--- src/design/branch_skip_pkg.sv ---
// Package: opcodes, flag positions, cycle counts and carriers for the branch/skip unit
package branch_skip_pkg;

    ////////////////////////////////////////////////////////////////////////////
    // Status flag bit positions
    localparam int FLAG_C = 0;  // Carry; also same-or-higher / lower branches
    localparam int FLAG_Z = 1;  // Zero; branch_equal_op / branch_not_equal_op
    localparam int FLAG_N = 2;  // Negative; branch_minus_op / branch_plus_op
    localparam int FLAG_V = 3;  // Overflow
    localparam int FLAG_S = 4;  // Sign, N xor V
    localparam int FLAG_H = 5;  // Half carry
    localparam int FLAG_T = 6;  // Transfer bit
    localparam int FLAG_I = 7;  // Global interrupt enable

    // Status flag register after reset
    localparam logic [7:0] FLAGS_RST = 8'h00;

    ////////////////////////////////////////////////////////////////////////////
    // Cycle counts per operation
    localparam logic [2:0] CYC_ONE      = 3'h1;  // Compare, untaken branch, no skip
    localparam logic [2:0] CYC_TWO      = 3'h2;  // Taken branch, jump, I/O bit write
    localparam logic [2:0] CYC_CALL     = 3'h3;  // Indirect call
    localparam logic [2:0] CYC_RETURN   = 3'h4;  // Both returns
    localparam logic [2:0] CYC_SKIP_ONE = 3'h2;  // Skip over a one-word instruction
    localparam logic [2:0] CYC_SKIP_TWO = 3'h3;  // Skip over a two-word instruction

    ////////////////////////////////////////////////////////////////////////////
    // Operations; flag branch aliases are set/clear with a flag position
    typedef enum logic [4:0] {
        NOP_OP                 = 5'h00,
        INDIRECT_JUMP_OP       = 5'h01,
        INDIRECT_CALL_OP       = 5'h02,
        SUBROUTINE_RETURN_OP   = 5'h03,
        INTERRUPT_RETURN_OP    = 5'h04,
        COMPARE_SKIP_EQUAL_OP  = 5'h05,
        REGISTER_COMPARE_OP    = 5'h06,
        COMPARE_WITH_CARRY_OP  = 5'h07,
        COMPARE_IMMEDIATE_OP   = 5'h08,
        SKIP_REG_BIT_CLEAR_OP  = 5'h09,
        SKIP_REG_BIT_SET_OP    = 5'h0A,
        SKIP_IO_BIT_CLEAR_OP   = 5'h0B,
        SKIP_IO_BIT_SET_OP     = 5'h0C,
        BRANCH_FLAG_SET_OP     = 5'h0D,
        BRANCH_FLAG_CLEAR_OP   = 5'h0E,
        BRANCH_SIGNED_GE_OP    = 5'h0F,
        BRANCH_SIGNED_LT_OP    = 5'h10,
        SET_IO_BIT_OP          = 5'h11,
        CLEAR_IO_BIT_OP        = 5'h12
    } op_e;

    // One decoded operation with its operands
    typedef struct packed {
        op_e        op;        // Operation
        logic [7:0] rd_val;    // First general register value
        logic [7:0] rr_val;    // Second register value or immediate
        logic [2:0] bit_sel;   // Bit number or flag position
        logic [6:0] offset;    // Signed branch offset in words
        logic [4:0] io_addr;   // I/O register address
        logic [7:0] io_val;    // Current value of that I/O register
        logic       two_word;  // Instruction after this one is two words
    } req_s;

    // One I/O register write
    typedef struct packed {
        logic [4:0] addr;
        logic [7:0] data;
    } io_wr_s;

endpackage : branch_skip_pkg

--- src/design/branch_skip_control_unit.sv ---
// Control-flow, compare, skip and I/O bit operations of an 8-bit core
`timescale 1ns/1ps
`default_nettype none

// How it works
// - Indirect call loads Z, three cycles
// - Equal registers skip next instruction, flags kept
// - Compares set Z N V C H, one cycle
// - Register bit clear skips, 1/2/3 cycles
// - Register bit set skips, 1/2/3 cycles
// - I/O bit clear skips, 1/2/3 cycles
// - I/O bit set skips, 1/2/3 cycles
// - Flag-set branch to PC+k+1, 1/2 cycles
// - Flag-clear branch to PC+k+1, 1/2 cycles
// - Same-or-higher on C=0, lower on C=1
// - Signed greater-or-equal when N xor V zero
// - Signed less-than when N xor V one
// - Only compares, interrupt return and idle flag loads change the status flags
// - Set I/O bit, two cycles
// - Clear I/O bit, two cycles
// - Indirect jump loads Z, two cycles
module branch_skip_control_unit
    import branch_skip_pkg::*;
#(
    parameter int PC_W = 10  // Program counter width in words
) (
    // Clock and reset
    input  wire logic            i_ref_clk,
    input  wire logic            i_srst,
    // Operation request
    input  wire logic            i_req_valid,
    input  wire req_s            i_req,
    input  wire logic [15:0]     i_z_ptr,
    input  wire logic [PC_W-1:0] i_stack_top,
    // Loads from the rest of the core, taken only when idle
    input  wire logic            i_pc_we,
    input  wire logic [PC_W-1:0] i_pc_wdata,
    input  wire logic            i_flags_we,
    input  wire logic [7:0]      i_flags_wdata,
    // Status
    output var  logic            o_busy,
    output var  logic            o_done,
    output var  logic [PC_W-1:0] o_pc,
    output var  logic [7:0]      o_flags,
    // I/O register write
    output var  logic            o_io_we,
    output var  io_wr_s          o_io_wr,
    // Stack
    output var  logic            o_stack_push,
    output var  logic            o_stack_pop,
    output var  logic [PC_W-1:0] o_push_pc
);

    ////////////////////////////////////////////////////////////////////////////
    // Declarations
    logic            accept;        // Request taken this cycle
    logic            last;          // Final cycle of the running operation
    logic [2:0]      cnt_r;         // Cycles left
    logic [2:0]      cyc_nxt;       // Length of the accepted operation
    logic [PC_W-1:0] pc_nxt;        // Target of the accepted operation
    logic [PC_W-1:0] pend_pc_r;
    logic [7:0]      flags_nxt;     // Flags after the accepted operation
    logic [7:0]      pend_flags_r;
    io_wr_s          io_nxt;        // I/O write of the accepted operation
    io_wr_s          pend_io_r;
    logic            io_we_nxt;
    logic            pend_io_we_r;
    logic            push_nxt;
    logic            pend_push_r;
    logic            pop_nxt;
    logic            pend_pop_r;
    logic [PC_W-1:0] pc_inc;        // Address of the next word
    logic [PC_W-1:0] br_tgt;        // PC + k + 1
    logic [PC_W-1:0] z_tgt;         // Z cut to the program counter width
    logic [8:0]      diff;          // Compare difference with borrow
    logic [7:0]      res;
    logic            cin;
    logic            test_bit;      // Bit under test for skips
    logic            skip;          // Skip condition met
    logic            taken;         // Branch condition met

    assign accept = i_req_valid && !o_busy;
    assign last   = (cnt_r == 3'h1);
    assign pc_inc = o_pc + PC_W'(1);
    assign br_tgt = pc_inc + {{(PC_W-7){i_req.offset[6]}}, i_req.offset};
    assign z_tgt  = i_z_ptr[PC_W-1:0];

    ////////////////////////////////////////////////////////////////////////////
    // Compare arithmetic; the difference is never stored
    always_comb begin
        cin  = (i_req.op == COMPARE_WITH_CARRY_OP) ? o_flags[FLAG_C] : 1'b0;
        diff = {1'b0, i_req.rd_val} - {1'b0, i_req.rr_val} - {8'h00, cin};
        res  = diff[7:0];
    end

    ////////////////////////////////////////////////////////////////////////////
    // Decode: target, length and side effects of the requested operation
    always_comb begin
        cyc_nxt   = CYC_ONE;
        pc_nxt    = pc_inc;
        flags_nxt = o_flags;  // Left alone unless a compare or interrupt return runs
        io_nxt    = '{addr: i_req.io_addr, data: i_req.io_val};
        io_we_nxt = 1'b0;
        push_nxt  = 1'b0;
        pop_nxt   = 1'b0;
        taken     = 1'b0;
        skip      = 1'b0;
        test_bit  = i_req.rd_val[i_req.bit_sel];
        case (i_req.op)
            INDIRECT_JUMP_OP: begin
                cyc_nxt = CYC_TWO;
                pc_nxt  = z_tgt;
            end
            INDIRECT_CALL_OP: begin
                cyc_nxt  = CYC_CALL;
                pc_nxt   = z_tgt;
                push_nxt = 1'b1;
            end
            SUBROUTINE_RETURN_OP, INTERRUPT_RETURN_OP: begin
                cyc_nxt = CYC_RETURN;
                pc_nxt  = i_stack_top;
                pop_nxt = 1'b1;
                if (i_req.op == INTERRUPT_RETURN_OP) begin
                    flags_nxt[FLAG_I] = 1'b1;
                end
            end
            COMPARE_SKIP_EQUAL_OP: begin
                skip = (i_req.rd_val == i_req.rr_val);
            end
            REGISTER_COMPARE_OP, COMPARE_WITH_CARRY_OP, COMPARE_IMMEDIATE_OP: begin
                // Carry-chained compare only keeps Z if it was already set
                flags_nxt[FLAG_Z] = (res == 8'h00) &&
                                    ((i_req.op != COMPARE_WITH_CARRY_OP) || o_flags[FLAG_Z]);
                flags_nxt[FLAG_N] = res[7];
                flags_nxt[FLAG_V] = (i_req.rd_val[7] & ~i_req.rr_val[7] & ~res[7]) |
                                    (~i_req.rd_val[7] & i_req.rr_val[7] & res[7]);
                flags_nxt[FLAG_S] = res[7] ^ flags_nxt[FLAG_V];
                flags_nxt[FLAG_C] = diff[8];
                flags_nxt[FLAG_H] = (~i_req.rd_val[3] & i_req.rr_val[3]) |
                                    (i_req.rr_val[3] & res[3]) | (res[3] & ~i_req.rd_val[3]);
            end
            SKIP_REG_BIT_CLEAR_OP: skip = !test_bit;
            SKIP_REG_BIT_SET_OP:   skip = test_bit;
            SKIP_IO_BIT_CLEAR_OP: begin
                test_bit = i_req.io_val[i_req.bit_sel];
                skip     = !test_bit;
            end
            SKIP_IO_BIT_SET_OP: begin
                test_bit = i_req.io_val[i_req.bit_sel];
                skip     = test_bit;
            end
            // C and Z positions give the same-or-higher/lower and equal aliases
            BRANCH_FLAG_SET_OP:   taken = o_flags[i_req.bit_sel];
            BRANCH_FLAG_CLEAR_OP: taken = !o_flags[i_req.bit_sel];
            BRANCH_SIGNED_GE_OP:  taken = !(o_flags[FLAG_N] ^ o_flags[FLAG_V]);
            BRANCH_SIGNED_LT_OP:  taken = o_flags[FLAG_N] ^ o_flags[FLAG_V];
            SET_IO_BIT_OP, CLEAR_IO_BIT_OP: begin
                cyc_nxt   = CYC_TWO;
                io_we_nxt = 1'b1;
                io_nxt.data[i_req.bit_sel] = (i_req.op == SET_IO_BIT_OP);
            end
            default: ;  // No-operation steps one word
        endcase
        // Skip length follows the size of the skipped instruction
        if (skip) begin
            cyc_nxt = i_req.two_word ? CYC_SKIP_TWO : CYC_SKIP_ONE;
            pc_nxt  = o_pc + (i_req.two_word ? PC_W'(3) : PC_W'(2));
        end
        if (taken) begin
            cyc_nxt = CYC_TWO;
            pc_nxt  = br_tgt;
        end
    end

    ////////////////////////////////////////////////////////////////////////////
    // Cycle counter; busy covers every cycle of the operation
    always_ff @(posedge i_ref_clk) begin
        if (i_srst) begin
            cnt_r  <= 3'h0;
            o_busy <= 1'b0;
        end else if (accept) begin
            cnt_r  <= cyc_nxt;
            o_busy <= 1'b1;
        end else if (o_busy) begin
            cnt_r  <= cnt_r - 3'h1;
            o_busy <= !last;
        end
    end

    ////////////////////////////////////////////////////////////////////////////
    // Pending results, captured once so operands may change while busy
    always_ff @(posedge i_ref_clk) begin
        if (i_srst) begin
            pend_pc_r    <= '0;
            pend_flags_r <= FLAGS_RST;
            pend_io_r    <= '0;
            pend_io_we_r <= 1'b0;
            pend_push_r  <= 1'b0;
            pend_pop_r   <= 1'b0;
        end else if (accept) begin
            pend_pc_r    <= pc_nxt;
            pend_flags_r <= flags_nxt;
            pend_io_r    <= io_nxt;
            pend_io_we_r <= io_we_nxt;
            pend_push_r  <= push_nxt;
            pend_pop_r   <= pop_nxt;
        end
    end

    ////////////////////////////////////////////////////////////////////////////
    // Commit on the last cycle; side loads only while idle so they never
    // race an operation's own update of the PC or flags
    always_ff @(posedge i_ref_clk) begin
        if (i_srst) begin
            o_pc    <= '0;
            o_flags <= FLAGS_RST;
        end else if (o_busy && last) begin
            o_pc    <= pend_pc_r;
            o_flags <= pend_flags_r;
        end else if (!o_busy && !i_req_valid) begin
            if (i_pc_we) begin
                o_pc <= i_pc_wdata;
            end
            if (i_flags_we) begin
                o_flags <= i_flags_wdata;
            end
        end
    end

    ////////////////////////////////////////////////////////////////////////////
    // One-cycle strobes at commit
    always_ff @(posedge i_ref_clk) begin
        if (i_srst) begin
            o_done       <= 1'b0;
            o_io_we      <= 1'b0;
            o_io_wr      <= '0;
            o_stack_push <= 1'b0;
            o_stack_pop  <= 1'b0;
            o_push_pc    <= '0;
        end else begin
            o_done       <= o_busy && last;
            o_io_we      <= o_busy && last && pend_io_we_r;
            o_stack_push <= o_busy && last && pend_push_r;
            o_stack_pop  <= o_busy && last && pend_pop_r;
            if (o_busy && last) begin
                o_io_wr   <= pend_io_r;
                o_push_pc <= o_pc + PC_W'(1);  // Return address after the call
            end
        end
    end

    // Flags at accept of any op but a compare or interrupt return; judged at done, so every length fits
    logic [7:0] kept_flags_r;
    logic       kept_r;
    always_ff @(posedge i_ref_clk) begin
        if (i_srst) begin
            kept_flags_r <= FLAGS_RST;
            kept_r       <= 1'b0;
        end else if (accept) begin
            kept_flags_r <= o_flags;
            kept_r       <= !(i_req.op inside {REGISTER_COMPARE_OP, COMPARE_WITH_CARRY_OP,
                                               COMPARE_IMMEDIATE_OP, INTERRUPT_RETURN_OP});
        end
    end
endmodule : branch_skip_control_unit

`default_nettype wire

--- config.mk ---
export PLATFORM = sky130hd
export DESIGN_NAME = branch_skip_control_unit
export DESIGN_NICKNAME = d
export VERILOG_FILES = /design/src/design/branch_skip_pkg.sv /design/src/design/branch_skip_control_unit.sv
export SDC_FILE = /design/constraint.sdc
export NUM_CORES = 1
export LEC_CHECK = 0
export BUFFER_PORTS_ARGS = -buffer_cell sky130_fd_sc_hd__buf_2
export CAP_MARGIN = 0
export CORE_MARGIN = 10
export CORE_UTILIZATION = 25
export CTS_BUF_LIST = sky130_fd_sc_hd__clkbuf_8 sky130_fd_sc_hd__clkbuf_16
export DETAILED_ROUTE_END_ITERATION = 16
export PLACE_DENSITY_LB_ADDON = 0.05
export SLEW_MARGIN = 30
export SYNTH_ARGS = -nofsm -noshare
export SYNTH_HDL_FRONTEND = slang
export SYNTH_SLANG_ARGS = --single-unit
--- constraint.sdc ---
create_clock -name i_ref_clk -period 4.5 [get_ports i_ref_clk]
set_input_delay 1.35 -clock i_ref_clk [delete_from_list [all_inputs] [get_ports i_ref_clk]]
set_output_delay 1.35 -clock i_ref_clk [all_outputs]
set_load 0.01 [all_outputs]
==> impl_metrics.toml <==
[sta]
rsz0062_at_grt = "no"
hold_viol = 0
finalSetupViolCount = 0
finalClockSkew_ns = 0.00755
fmax_mhz = 245
min_period_ns = 4.08
tightest_slew_ns = 0.764
fin_crit_sh_pct = 90.6
fin_ws_ns = 0.424
maxSlewHeadroom_pct = 49.0
final_max_slew_viol_count = 0
tns_ns = 0

[placed_design]
gp_congestion = 0.829
hpwl_um = 14700
place_inst = 1054
port_buffers = 133
pre_cts_slack_ns = 0.127

[pwr]
p_comb_share_pct = 25.0
worst_ir_drop_vdd_v = 0.000154
power_frac_clock_pct = 35.9
p_int_mw = 1.44
netSwitchingPower_uw = 700
leakagePower_nw = 2.75
swShare_pct = 32.7
seq_power_share_pct = 39.0
power_density_nw_per_um2 = 330

[synth]
postSynth.asyncResetShare_pct = 0
synth_fp_nets = 812
synth_warnings = 0
ys_seq_area_share_pct = 31.2
ys_ff_latch = 83
synthCells = 686
synth_area_um2 = 5330
yosysUniqueCellTypes = 64
avgSynthCellArea_um2 = 7.77
ys.flop_type = "dfxtp_1"
synth_edf_count = 0

[clock_network]
cts_htree_levels = 3
clkTransAtPathRegs_ns = 0.06
cts_tree = "built"
cts_root_buf = "clkbuf_16"
clock-sinks = 83
post-cts-setup-buffer-count = 0
postCtsHoldBufs = 0
clock_latency_ns = 0.35
cts_buffers = 9
max-clock-path-buffers = 2
ctsResizeCount = 0

[critical_path]
crit_required_ns = 4.73
worstPathMaxFanout = 8
path_class = "input pin to flop"
end_kind = "flop"
worst_ep_arrival_time_ns = 4.30
crit_path_start_kind = "input pin"

[routing]
drt_pre_antenna_iters = 5
drtAntennaViolNets = 0
vias = 5231
wire_per_inst_um = 18.1
drtIter0Drc = 326
via_per_inst = 4.88
wl_um = 19400
drcViolationCount = 0

[global_route]
grt_pass1_wl_um = 30500
gr-total-overflow = 0
grt_pass1_vias = 5471
antenna_found_initial = 0
grt_usage_pct = 13.8
grt_max_degree = 65

[finish]
instances_no_fill = 1072
layout_common_cells = "buf_2, nand2_1, dfxtp_1, nor2_1, a21oi_1"
final_common_cell = "buf_2"
final_nets = 916
final_layout_size_suffix_gt1_share_pct = 21.3
areaGrowthSynthToFinish_pct = 21.8

[floorplanning]
boundaryPins = 140
die_width_um = 166
initial_core_util_pct = 25.4
die_y_um = 166
die_area_um2 = 27600
num_rows = 53
coreArea_um2 = 21000

[flow_run]
maxCapViolCount = 0

[hold_path]
hold_class = "flop to flop"

[status]
status = "finished, final reports clean"
-- path summary, 6_finish.rpt --
check	from	endpoint	slack (ns)	cells after the start
min	o_io_wr[0]	o_io_wr[0]	0.45	2
max reg2reg	o_pc[0]	pend_pc_r[9]	1.39	10
min reg2reg	o_io_wr[0]	o_io_wr[0]	0.45	2
max	i_req[40]	pend_flags_r[3]	0.42	13
-- area by class of cell --
type / count / area [um2]
clock buffer: 9 / 225
fill: 2310 / 14500
tap: 275 / 344
multi-input combinational: 524 / 3340
sequential: 83 / 1660
timing repair buffer: 139 / 711
clock inverter: 7 / 77.6
inverter: 33 / 124
antenna: 2 / 5.00
-- state kept, by name, summed over array words and instances (netlist names) --
| register | flops |
|---|---|
| o_io_wr | 13 |
| pend_io_r | 13 |
| o_pc | 10 |
| o_push_pc | 10 |
| pend_pc_r | 10 |
| o_flags | 8 |
| pend_flags_r | 8 |
| cnt_r | 3 |
| o_busy | 1 |
| o_done | 1 |
| o_io_we | 1 |
| o_stack_pop | 1 |
| o_stack_push | 1 |
| pend_io_we_r | 1 |
| pend_pop_r | 1 |
| pend_push_r | 1 |
-- cell families (layout without fill, tap and decap cells) --
kind of cell             Yosys count  count (layout)  share of synthesized area [%]
AND/OR/NAND/NOR                  260             260                           22.0
AO/OA/AOI/OAI                    178             178                           21.7
flip-flops                        83              83                           31.2
buffers and inverters             79             188                           6.38
XOR/XNOR                          34              34                           5.59
adder cells (fa/ha/maj)           32              32                           7.93
multiplexers                      20              20                           5.21
other                              0               2                              0
-- cells in the mapped netlist, types with 12 or more instances --
| cell type | count | area share [%] |
|---|---|---|
| xor2_1 | 15 | 2.5 |
| a311oi_1 | 19 | 3.1 |
| clkbuf_1 | 32 | 2.3 |
| o21ai_0 | 39 | 3.7 |
| nor2_1 | 63 | 4.4 |
| a21oi_1 | 61 | 5.7 |
| ha_1 | 29 | 6.8 |
| xnor2_1 | 19 | 3.1 |
| nor2b_1 | 13 | 1.5 |
| dfxtp_1 | 83 | 31 |
| nand2_1 | 113 | 8.0 |
| inv_1 | 33 | 2.3 |
| mux2i_1 | 12 | 2.3 |
| nor3_1 | 24 | 2.3 |
-- per-layer routing --
metal	wire length [um]	global-route usage [%]
met4	189	3.12
met1	8820	17.2
met5	0	0
met2	9400	23.2
met3	967	3.45
-- critical path, stage by stage --
cell	delay, ns
buf_2	0.15
nor2b_1	0.26
and3_1	0.23
nand3b_1	0.13
fa_1	0.41
ha_1	0.30
nand2_1	0.06
a21boi_0	0.23
o21ai_0	0.12
a21oi_1	0.16
xor2_1	0.46
mux2i_1	0.15
o41ai_1	0.30
-- stage by stage --
stage	total power, mW	cell area (um2)	hold slack (ns)	util (%)
floorplan	1.20	5330	0.427	-
global placement	1.39	6170	0.443	29.4
detailed placement	1.39	6170	0.443	29.4
CTS	2.18	6480	0.452	30.8
global route	2.28	6490	0.472	30.9
finish	2.14	6490	0.449	30.9
-- power by group through the flow --
stage	logic, mW	clock network [mW]	registers, mW
floorplan	0.360	0	0.843
global placement	0.534	0	0.853
detailed placement	0.540	0	0.854
CTS	0.543	0.799	0.838
global route	0.602	0.829	0.845
finish	0.536	0.769	0.836
No activity file was read; power rests on OpenSTA's default activity.
